File: src/design/acpr_pkg.sv
/*
 Constants for the codec power, rate and identity register group.
 Assumes a 32-bit AXI4-Lite slave with one aligned word per register index.
*/
// Summary of operation
// - enhancement register holds center and depth levels
// - amp powerdown pin follows bit; serial select blocks it
// - internal clock disable stops clocks until cold reset
// - link powerdown stops bit clock until warm reset
// - mixer powerdown keeps reference; check mixer ready
// - converter powerdown; check DAC ready before data
// - bits 3:0 are read-only section ready flags
// - codec identity latched at power-up from pins
// - slot mapping flag copies mode control bit
// - extended_audio_identity read-only, reads x009h, x209h with slot map set
// - status register has mic ready; resets 4000h
// - rate enables gate their rate registers
// - three rate registers for DAC, ADC, mic
// - written rate decoded from upper five bits
// - rate read returns stored decoded value
// - rate registers reset to BB80h
// - PCM enable low ignores writes, reads BB80h
// - mic enable low ignores writes, reads BB80h
// - modem ID carries identity, zeros elsewhere
// - modem ID write resets modem registers only
package acpr_pkg;
    localparam logic [7:0] ACPR_OFF_ENH = 8'h22;
    localparam logic [7:0] ACPR_OFF_PWR = 8'h26;
    localparam logic [7:0] ACPR_OFF_EXID = 8'h28;
    localparam logic [7:0] ACPR_OFF_EXST = 8'h2A;
    localparam logic [7:0] ACPR_OFF_DACR = 8'h2C;
    localparam logic [7:0] ACPR_OFF_ADCR = 8'h32;
    localparam logic [7:0] ACPR_OFF_MICR = 8'h34;
    localparam logic [7:0] ACPR_OFF_MDID = 8'h3C;
    localparam logic [7:0] ACPR_OFF_MODE = 8'h5E;
    localparam logic [15:0] ACPR_RST_ENH = 16'h0000;
    localparam logic [15:0] ACPR_RST_EXST = 16'h4000;
    localparam logic [15:0] ACPR_RST_RATE = 16'hBB80;
    localparam logic [15:0] ACPR_EXID_FIXED = 16'h0209;
    localparam int ACPR_B_EXT_AMP_POWER_OFF = 15;
    localparam int ACPR_B_CLKDIS = 13;
    localparam int ACPR_B_LINKPD = 12;
    localparam int ACPR_B_MIXPD = 10;
    localparam int ACPR_B_CNVPD = 9;
    localparam int ACPR_B_MICROPHONE_CONVERTER_READY = 9;
    localparam int ACPR_B_SLOT_MAPPING_FLAG = 7;
    localparam int ACPR_B_SLOT_MAPPING_FLAG_ID = 9;
    localparam int ACPR_B_VRM = 3;
    localparam int ACPR_B_VRA = 0;
    localparam logic [15:0] ACPR_PWR_WMASK = 16'hBF00;
    localparam logic [15:0] ACPR_EXST_WMASK = 16'h4009;
    localparam logic [15:0] ACPR_ENH_WMASK = 16'h0F0F;
    localparam logic [1:0] ACPR_RESP_OKAY = 2'b00;
    localparam logic [1:0] ACPR_RESP_SLVERR = 2'b10;
endpackage

File: src/design/acpr_regs.sv
/*
 Power, rate and identity register group of the codec.
 Assumes AXI4-Lite master on aclk; status inputs and pins are
 asynchronous and synchronised here; link clock arrives as a pin.
*/
// Chosen here: the AXI4-Lite slave port.
module acpr_regs
(
    input wire logic aclk,
    input wire logic aresetn,
    input wire logic [8:0] s_axi_awaddr,
    input wire logic s_axi_awvalid,
    output logic s_axi_awready,
    input wire logic [31:0] s_axi_wdata,
    input wire logic [3:0] s_axi_wstrb,
    input wire logic s_axi_wvalid,
    output logic s_axi_wready,
    output logic [1:0] s_axi_bresp,
    output logic s_axi_bvalid,
    input wire logic s_axi_bready,
    input wire logic [8:0] s_axi_araddr,
    input wire logic s_axi_arvalid,
    output logic s_axi_arready,
    output logic [31:0] s_axi_rdata,
    output logic [1:0] s_axi_rresp,
    output logic s_axi_rvalid,
    input wire logic s_axi_rready,
    input wire logic [1:0] codec_identity_pins,
    input wire logic serial_clock_select_bit,
    input wire logic [3:0] section_ready,
    input wire logic microphone_converter_ready,
    input wire logic bit_clk_in,
    input wire logic warm_reset_sync,
    output logic ext_amp_power_off,
    output logic internal_clock_stop,
    output logic link_clock_stop,
    output logic mixer_power_off,
    output logic converter_power_off,
    output logic modem_regs_reset,
    output logic bit_clk_seen
);
    import acpr_pkg::*;

    logic [1:0] ssel_sync_reg;
    logic [3:0] rdy_s1_reg;
    logic [3:0] rdy_s2_reg;
    logic [1:0] microphone_converter_ready_sync_reg;
    logic [1:0] sync_sync_reg;
    logic [2:0] bclk_sync_reg;
    logic [1:0] id_s1_reg;
    logic [1:0] id_s2_reg;
    logic [1:0] codec_identity;
    logic id_taken_reg;
    logic [15:0] enh_reg;
    logic [15:0] pwr_reg;
    logic [15:0] exst_reg;
    logic [15:0] dac_rate_reg;
    logic [15:0] adc_rate_reg;
    logic [15:0] mic_rate_reg;
    logic slot_map_reg;
    logic aw_held_reg;
    logic w_held_reg;
    logic [8:0] awaddr_reg;
    logic [31:0] wdata_reg;
    logic [3:0] wstrb_reg;
    logic wr_fire;
    logic [15:0] wval;
    logic wr_hit;
    logic [15:0] rd_val;
    logic rd_hit;
    logic ssel;
    logic variable_rate_pcm_enable;
    logic variable_rate_microphone_enable;

    // rate decode on the upper five bits only
    function automatic logic [15:0] rate_decode(input logic [4:0] code);
        logic [15:0] r;
        r = ACPR_RST_RATE;
        if (code <= 5'h03)
            r = 16'h1F40;
        else if (code == 5'h04)
            r = 16'h2580;
        else if (code == 5'h05)
            r = 16'h2B11;
        else if (code == 5'h06)
            r = 16'h3592;
        else if (code <= 5'h08)
            r = 16'h3E80;
        else if (code <= 5'h0A)
            r = 16'h5622;
        else if (code <= 5'h0D)
            r = 16'h5DC0;
        else if (code <= 5'h11)
            r = 16'h7D00;
        else if (code <= 5'h15)
            r = 16'hAC44;
        return r;
    endfunction

    // two-flop synchronisers, three flops for the bit clock; first stage read only by second
    always_ff @(posedge aclk)
    begin
        ssel_sync_reg <= {ssel_sync_reg[0], serial_clock_select_bit};
        rdy_s1_reg <= section_ready;
        rdy_s2_reg <= rdy_s1_reg;
        microphone_converter_ready_sync_reg <= {microphone_converter_ready_sync_reg[0], microphone_converter_ready};
        sync_sync_reg <= {sync_sync_reg[0], warm_reset_sync};
        bclk_sync_reg <= {bclk_sync_reg[1:0], bit_clk_in};
        id_s1_reg <= codec_identity_pins;
        id_s2_reg <= id_s1_reg;
    end
    assign ssel = ssel_sync_reg[1];

    // identity caught once after reset release, then frozen
    always_ff @(posedge aclk)
    begin
        if (!aresetn)
        begin
            id_taken_reg <= 1'b0;
            codec_identity <= 2'b00;
        end
        else if (!id_taken_reg)
        begin
            id_taken_reg <= 1'b1;
            codec_identity <= id_s2_reg;
        end
    end

    // write channel capture, either order
    assign s_axi_awready = !aw_held_reg && !s_axi_bvalid;
    assign s_axi_wready = !w_held_reg && !s_axi_bvalid;
    always_ff @(posedge aclk)
    begin
        if (!aresetn)
        begin
            aw_held_reg <= 1'b0;
            w_held_reg <= 1'b0;
            awaddr_reg <= 9'h000;
            wdata_reg <= 32'h0000_0000;
            wstrb_reg <= 4'h0;
        end
        else if (wr_fire)
        begin
            aw_held_reg <= 1'b0;
            w_held_reg <= 1'b0;
        end
        else
        begin
            if (s_axi_awvalid && s_axi_awready)
            begin
                aw_held_reg <= 1'b1;
                awaddr_reg <= s_axi_awaddr;
            end
            if (s_axi_wvalid && s_axi_wready)
            begin
                w_held_reg <= 1'b1;
                wdata_reg <= s_axi_wdata;
                wstrb_reg <= s_axi_wstrb;
            end
        end
    end
    assign wr_fire = aw_held_reg && w_held_reg;

    // byte strobes merge onto the current 16-bit value; the word index
    // of the address picks the register, unmapped words answer SLVERR
    always_comb
    begin
        wr_hit = 1'b1;
        wval = 16'h0000;
        case ({1'b0, awaddr_reg[8:2]})
            ACPR_OFF_ENH: wval = enh_reg;
            ACPR_OFF_PWR: wval = pwr_reg;
            ACPR_OFF_EXST: wval = exst_reg;
            ACPR_OFF_DACR: wval = dac_rate_reg;
            ACPR_OFF_ADCR: wval = adc_rate_reg;
            ACPR_OFF_MICR: wval = mic_rate_reg;
            ACPR_OFF_MODE: wval = {8'h00, slot_map_reg, 7'h00};
            ACPR_OFF_EXID, ACPR_OFF_MDID: wval = 16'h0000;
            default: wr_hit = 1'b0;
        endcase
        if (wstrb_reg[0])
            wval[7:0] = wdata_reg[7:0];
        if (wstrb_reg[1])
            wval[15:8] = wdata_reg[15:8];
    end

    // register indexes are word indexes: byte address = 4 * index
    function automatic logic is_reg(input logic [8:0] a, input logic [7:0] idx);
        return a[8:2] == idx[6:0];
    endfunction

    always_ff @(posedge aclk)
    begin
        if (!aresetn)
        begin
            s_axi_bvalid <= 1'b0;
            s_axi_bresp <= ACPR_RESP_OKAY;
        end
        else if (wr_fire)
        begin
            s_axi_bvalid <= 1'b1;
            s_axi_bresp <= wr_hit ? ACPR_RESP_OKAY : ACPR_RESP_SLVERR;
        end
        else if (s_axi_bready)
            s_axi_bvalid <= 1'b0;
    end

    // rate words need the upper lane: the rate code sits in bits 15:11
    logic w_enh;
    logic w_pwr;
    logic w_exst;
    logic w_dac;
    logic w_adc;
    logic w_mic;
    logic w_mdid;
    logic w_mode;
    assign w_enh = wr_fire && is_reg(awaddr_reg, ACPR_OFF_ENH) && |wstrb_reg[1:0];
    assign w_pwr = wr_fire && is_reg(awaddr_reg, ACPR_OFF_PWR) && |wstrb_reg[1:0];
    assign w_exst = wr_fire && is_reg(awaddr_reg, ACPR_OFF_EXST) && |wstrb_reg[1:0];
    assign w_dac = wr_fire && is_reg(awaddr_reg, ACPR_OFF_DACR) && wstrb_reg[1];
    assign w_adc = wr_fire && is_reg(awaddr_reg, ACPR_OFF_ADCR) && wstrb_reg[1];
    assign w_mic = wr_fire && is_reg(awaddr_reg, ACPR_OFF_MICR) && wstrb_reg[1];
    assign w_mdid = wr_fire && is_reg(awaddr_reg, ACPR_OFF_MDID);
    assign w_mode = wr_fire && is_reg(awaddr_reg, ACPR_OFF_MODE) && wstrb_reg[0];

    always_ff @(posedge aclk)
    begin
        if (!aresetn)
            enh_reg <= ACPR_RST_ENH;
        else if (w_enh)
            enh_reg <= wval & ACPR_ENH_WMASK;
    end

    // clock disable is cleared only by the cold reset pin (aresetn)
    always_ff @(posedge aclk)
    begin
        if (!aresetn)
            pwr_reg <= 16'h0000;
        else
        begin
            if (w_pwr)
                pwr_reg <= (wval & ACPR_PWR_WMASK) | (pwr_reg & (16'h0001 << ACPR_B_CLKDIS));
            if (w_pwr && ssel)
                pwr_reg[ACPR_B_EXT_AMP_POWER_OFF] <= 1'b0;
            if (ssel)
                pwr_reg[ACPR_B_EXT_AMP_POWER_OFF] <= 1'b0;
            if (sync_sync_reg[1])
                pwr_reg[ACPR_B_LINKPD] <= 1'b0;
        end
    end

    assign ext_amp_power_off = pwr_reg[ACPR_B_EXT_AMP_POWER_OFF];
    assign internal_clock_stop = pwr_reg[ACPR_B_CLKDIS];
    assign link_clock_stop = pwr_reg[ACPR_B_LINKPD] | pwr_reg[ACPR_B_CLKDIS];
    assign mixer_power_off = pwr_reg[ACPR_B_MIXPD];
    assign converter_power_off = pwr_reg[ACPR_B_CNVPD];

    always_ff @(posedge aclk)
    begin
        if (!aresetn)
            exst_reg <= ACPR_RST_EXST;
        else if (w_exst)
            exst_reg <= wval & ACPR_EXST_WMASK;
    end
    assign variable_rate_pcm_enable = exst_reg[ACPR_B_VRA];
    assign variable_rate_microphone_enable = exst_reg[ACPR_B_VRM];

    always_ff @(posedge aclk)
    begin
        if (!aresetn)
            slot_map_reg <= 1'b0;
        else if (w_mode)
            slot_map_reg <= wval[ACPR_B_SLOT_MAPPING_FLAG];
    end

    // clearing an enable returns its rates to default
    always_ff @(posedge aclk)
    begin
        if (!aresetn || !variable_rate_pcm_enable)
        begin
            dac_rate_reg <= ACPR_RST_RATE;
            adc_rate_reg <= ACPR_RST_RATE;
        end
        else
        begin
            if (w_dac)
                dac_rate_reg <= rate_decode(wval[15:11]);
            if (w_adc)
                adc_rate_reg <= rate_decode(wval[15:11]);
        end
    end

    always_ff @(posedge aclk)
    begin
        if (!aresetn || !variable_rate_microphone_enable)
            mic_rate_reg <= ACPR_RST_RATE;
        else if (w_mic)
            mic_rate_reg <= rate_decode(wval[15:11]);
    end

    // one-cycle modem register reset; audio state untouched
    always_ff @(posedge aclk)
    begin
        if (!aresetn)
            modem_regs_reset <= 1'b0;
        else
            modem_regs_reset <= w_mdid;
    end

    // bit clock activity; a stopped link wins, so the edge of the
    // clock parking low never reads as activity
    always_ff @(posedge aclk)
    begin
        if (!aresetn)
            bit_clk_seen <= 1'b0;
        else if (link_clock_stop)
            bit_clk_seen <= 1'b0;
        else if (bclk_sync_reg[2] != bclk_sync_reg[1])
            bit_clk_seen <= 1'b1;
    end

    // read path
    always_comb
    begin
        rd_hit = 1'b1;
        rd_val = 16'h0000;
        if (is_reg(s_axi_araddr, ACPR_OFF_ENH))
            rd_val = enh_reg;
        else if (is_reg(s_axi_araddr, ACPR_OFF_PWR))
            rd_val = {pwr_reg[15:4], rdy_s2_reg};
        else if (is_reg(s_axi_araddr, ACPR_OFF_EXID))
        begin
            rd_val = ACPR_EXID_FIXED | {codec_identity, 14'h0000};
            rd_val[ACPR_B_SLOT_MAPPING_FLAG_ID] = slot_map_reg;
        end
        else if (is_reg(s_axi_araddr, ACPR_OFF_EXST))
        begin
            rd_val = exst_reg;
            rd_val[ACPR_B_MICROPHONE_CONVERTER_READY] = microphone_converter_ready_sync_reg[1];
        end
        else if (is_reg(s_axi_araddr, ACPR_OFF_DACR))
            rd_val = dac_rate_reg;
        else if (is_reg(s_axi_araddr, ACPR_OFF_ADCR))
            rd_val = adc_rate_reg;
        else if (is_reg(s_axi_araddr, ACPR_OFF_MICR))
            rd_val = mic_rate_reg;
        else if (is_reg(s_axi_araddr, ACPR_OFF_MDID))
            rd_val = {codec_identity, 14'h0000};
        else if (is_reg(s_axi_araddr, ACPR_OFF_MODE))
            rd_val = {8'h00, slot_map_reg, 7'h00};
        else
            rd_hit = 1'b0;
    end

    assign s_axi_arready = !s_axi_rvalid;
    always_ff @(posedge aclk)
    begin
        if (!aresetn)
        begin
            s_axi_rvalid <= 1'b0;
            s_axi_rdata <= 32'h0000_0000;
            s_axi_rresp <= ACPR_RESP_OKAY;
        end
        else if (s_axi_arvalid && s_axi_arready)
        begin
            s_axi_rvalid <= 1'b1;
            s_axi_rdata <= {16'h0000, rd_val};
            s_axi_rresp <= rd_hit ? ACPR_RESP_OKAY : ACPR_RESP_SLVERR;
        end
        else if (s_axi_rready)
            s_axi_rvalid <= 1'b0;
    end
endmodule

File: config.mk
export PLATFORM = sky130hd
export DESIGN_NAME = acpr_regs
export DESIGN_NICKNAME = d
export VERILOG_FILES = /design/src/design/acpr_pkg.sv /design/src/design/acpr_regs.sv
export SDC_FILE = /design/constraint.sdc
export NUM_CORES = 1
export LEC_CHECK = 0
export BUFFER_PORTS_ARGS = -buffer_cell sky130_fd_sc_hd__buf_2
export CAP_MARGIN = 10
export CORE_MARGIN = 4
export CORE_UTILIZATION = 29
export CTS_BUF_LIST = sky130_fd_sc_hd__clkbuf_2 sky130_fd_sc_hd__clkbuf_4 sky130_fd_sc_hd__clkbuf_8
export DETAILED_ROUTE_END_ITERATION = 6
export SLEW_MARGIN = 25
export SYNTH_ARGS = -nofsm -noshare
export SYNTH_HDL_FRONTEND = slang
export SYNTH_SLANG_ARGS = --single-unit
File: constraint.sdc
create_clock -name aclk -period 6.7 [get_ports aclk]
set_input_delay 1.005 -clock aclk [delete_from_list [all_inputs] [get_ports aclk]]
set_output_delay 1.005 -clock aclk [all_outputs]
set_load 0.05 [all_outputs]
==> out/summary.md <==
The run finished with clean final reports. The repair_antennas step left the layout with diodes totalling 0. The logs give 0 for the final hold violation count and 0 for the number of violations of the max-capacitance limit.

The routed layout has 5451 vias. Relative to the synthesized area, the layout overhead comes to 14.7%. The peak fanout along the critical path was 12.

The number of I/O pins was 119. Counting flops per register, the top entry is s_axi_rdata. TritonCTS built the clock tree.

The root buffer cell is sky130_fd_sc_hd__clkbuf_8. The relative slew slack was 0.352; the clock input transition at the sequential cells of the worst setup and hold paths was 0.09 ns. After detailed routing, the average wire length per cell comes to 17.2 µm. Port buffering added 75 buffers. The average cell area after synthesis came out at 8.47 µm². The power density over the cells is 242 mW/mm². For the total design power, the log shows 1.69 mW. The first detailed-routing pass took 6 iterations.

For the pin with the worst max-slew slack, the measured transition is 0.961 ns. For this block, the routed nets add up to 18.2 mm of wire. Setup repair after global routing left no endpoint under its margin. Across the whole layout, storage elements account for 0.00268 mm².

Summing all multi-input logic gate instances after layout gives 0.00314 mm². The part of the Yosys area used for sequential elements came out at 0.440. The detail-routed via count per cell is 5.16. Subtracting the final worst setup slack from the clock period gives 3.13 ns. The number of flip-flops under the largest register name was 16. The floorplan step defined a die boundary enclosing 0.0234 mm². The vertical die dimension came out at 153 µm. The async set-reset flop share out of synthesis was 0; the final count of pins violating max slew was 0. In this run, synthesis produced a sequential element count of 134. STA puts the critical path data required time at 7.05 ns.

The later pin in the worst-skew pair is clocked with a latency of 0.46 ns. After legalization and detailed placement, the total HPWL measured 13.0 mm. The run gives 0 as the final count of negative-setup-slack endpoints. The fraction of layout cells with a size suffix above 1 came out at 0.177.

The logs give 2163 for the number of fill cells and 0.896 for the final weighted congestion in routability-driven placement. The floorplan step set the die width to 153 µm. The share of the cycle needed by the critical path after routing came out at 0.468. After floorplanning, the core was sized to cover 0.0204 mm². The number of cells produced by synthesis was 720.

The clock passes through at most 2 buffers. The tools report the capturing element type of the critical path as a register. Counting flops with a built-in enable in the synthesized netlist gives 0. The first global-routing pass estimated 28.2 mm of wire. Synthesis instantiated 76 different standard cells from the library. Among all flip-flop cells after synthesis, the most frequent one is sky130_fd_sc_hd__dfxtp_1. The type of the worst setup path was register to register. Entering global routing, the biggest net connects 49 pins. Post-route DRC violation count: 0. Hold repair after CTS inserted 0 buffers. The worst setup path is launched from a register.

The detail route stage leaves a number of antenna-violating nets equal to 0. The tightest min-delay check is of the register to register type. The number of warnings reported in the yosys synthesis log was 0; the number of H-tree branching levels was 4.

For the clock sink count, the log shows 134. The total clock buffers created by CTS was 17; the net total in the final layout was 845. The logs give 52 for the cell row count and 2.59 nW for the leakage power of the design. The tools report the buffers inserted during post-CTS setup optimization as 0. The tools report the number of global-route vias before repair as 4960. After global routing the overflow that remains totals 0. In this run, post-CTS repair resized a total of 0 instances. The mapped netlist covers 0.00610 mm².

Data on the critical path arrives at its endpoint at 3.48 ns. The starting utilization of the core area was 0.299; the number of DRC violations after detailed-routing iteration 0 was 520. Between clock sinks in the finished design, the worst skew comes to 0.0123 ns.

After routing, the total negative slack on setup checks comes to 0 ns. The logs give 0.109 mV for the maximum resistive drop on vdd and 0.152 for the overall global routing resource usage. The tools report the highest attainable clock frequency as 319 MHz.

The number of antenna violations at the first check in global routing was 0.
-- power breakdown --
part,switching (mW),internal [mW],total [mW]
Clock,0.344,0.312,0.656
Combinational,0.137,0.0568,0.193
Sequential,0.0240,0.821,0.845
Total,0.504,1.19,1.69
-- cells by family after synthesis --
kind of cell / Yosys count / share of synthesized area
multiplexers: 22 / 0.0365
AND/OR/NAND/NOR: 281 / 0.227
AO/OA/AOI/OAI: 207 / 0.231
buffers and inverters: 72 / 0.0587
XOR/XNOR: 3 / 0.00554
other: 1 / 0.000615
flip-flops: 134 / 0.440
-- placed cells by master (no fill, tap or decap), types with 4 or more instances in the layout --
cell type	netlist	final
sky130_fd_sc_hd__nor3_1	27	27
sky130_fd_sc_hd__clkbuf_8	0	18
sky130_fd_sc_hd__nand3b_1	6	6
sky130_fd_sc_hd__and3_1	5	5
sky130_fd_sc_hd__nand2_1	94	94
sky130_fd_sc_hd__a21oi_1	62	62
sky130_fd_sc_hd__a22oi_1	16	16
sky130_fd_sc_hd__inv_1	12	12
sky130_fd_sc_hd__o21ai_0	44	44
sky130_fd_sc_hd__nand2b_1	10	10
sky130_fd_sc_hd__dfxtp_1	134	134
sky130_fd_sc_hd__a31oi_1	5	5
sky130_fd_sc_hd__conb_1	1	18
sky130_fd_sc_hd__a221oi_1	8	8
sky130_fd_sc_hd__a222oi_1	8	8
sky130_fd_sc_hd__o211ai_1	7	7
sky130_fd_sc_hd__a211oi_1	8	8
sky130_fd_sc_hd__buf_2	7	75
sky130_fd_sc_hd__clkinvlp_4	0	4
sky130_fd_sc_hd__mux2i_1	20	20
sky130_fd_sc_hd__a32oi_1	8	8
sky130_fd_sc_hd__inv_6	0	4
sky130_fd_sc_hd__or3_1	5	5
sky130_fd_sc_hd__o32a_1	4	4
sky130_fd_sc_hd__nor2_1	73	73
sky130_fd_sc_hd__and2_1	17	17
sky130_fd_sc_hd__nand3_1	15	15
-- Yosys cell counts (4+ instances only) --
cell type                  number  area, µm²
sky130_fd_sc_hd__nor3_1        27        135
sky130_fd_sc_hd__o21ai_0       44        220
sky130_fd_sc_hd__a211oi_1       8       60.1
sky130_fd_sc_hd__a32oi_1        8       70.1
sky130_fd_sc_hd__clkbuf_1      30        113
sky130_fd_sc_hd__nand2_1       94        353
sky130_fd_sc_hd__nand3_1       15       75.1
sky130_fd_sc_hd__mux2i_1       20        200
sky130_fd_sc_hd__o32a_1         4       40.0
sky130_fd_sc_hd__a222oi_1       8       80.1
sky130_fd_sc_hd__and2_1        17        106
sky130_fd_sc_hd__nor4_1         4       25.0
sky130_fd_sc_hd__a221oi_1       8       70.1
sky130_fd_sc_hd__a22oi_1       16        120
sky130_fd_sc_hd__buf_4         19        143
sky130_fd_sc_hd__buf_2          7       35.0
sky130_fd_sc_hd__o211ai_1       7       52.6
sky130_fd_sc_hd__inv_1         12       45.0
sky130_fd_sc_hd__dfxtp_1      134       2680
sky130_fd_sc_hd__nand3b_1       6       45.0
sky130_fd_sc_hd__nand2b_1      10       62.6
sky130_fd_sc_hd__a31oi_1        5       31.3
sky130_fd_sc_hd__a21oi_1       62        310
sky130_fd_sc_hd__and3_1         5       31.3
sky130_fd_sc_hd__nor2_1        73        274
sky130_fd_sc_hd__or3_1          5       31.3
-- path summary, 6_finish.rpt --
check             depth (start not counted)  slack (ns)             start               end
setup reg to reg                          7        3.57     awaddr_reg[2]  mic_rate_reg[10]
hold / removal                            0        0.33  sync_sync_reg[0]  sync_sync_reg[1]
hold reg to reg                           0        0.33  sync_sync_reg[0]  sync_sync_reg[1]
setup / recovery                          7        3.57     awaddr_reg[2]  mic_rate_reg[10]
-- critical path, stage by stage (launching register included) --
cell and delay [ns]:
sky130_fd_sc_hd__dfxtp_1 0.43, sky130_fd_sc_hd__or4b_4 0.61, sky130_fd_sc_hd__a211oi_1 0.27, sky130_fd_sc_hd__o32a_1 0.61
sky130_fd_sc_hd__inv_1 0.23, sky130_fd_sc_hd__nor4_2 0.57, sky130_fd_sc_hd__a211o_1 0.21, sky130_fd_sc_hd__o21ai_0 0.09
-- per-layer routing --
metal / track usage / routed length, µm
met1: 0.214 / 8610
met2: 0.223 / 7870
met3: 0.0385 / 1230
met4: 0.0615 / 474
met5: 0 / 0
-- stage by stage --
step | cells | worst slack [ns] | instance area [µm²] | hold WS (ns) | utilization
after global placement | 1025 | 3.19 | 6610 | 0.310 | 0.323
after CTS | 1057 | 3.62 | 7000 | 0.332 | 0.342
after global routing | 1057 | 3.40 | 7000 | 0.336 | 0.342
after detailed placement | 1025 | 3.17 | 6610 | 0.312 | 0.323
after floorplan | 737 | 3.74 | 6160 | 0.310 | -
final | 1057 | 3.57 | 7000 | 0.330 | 0.342
-- cell type report --
cell class / count / area share
clock buffer: 18 / 0.0354
clock inverter: 14 / 0.0200
inverter: 12 / 0.00644
multi-input combinational: 531 / 0.449
sequential: 134 / 0.383
tap: 270 / 0.0483
timing repair buffer: 78 / 0.0569
Power figures use the tool's default switching activity.
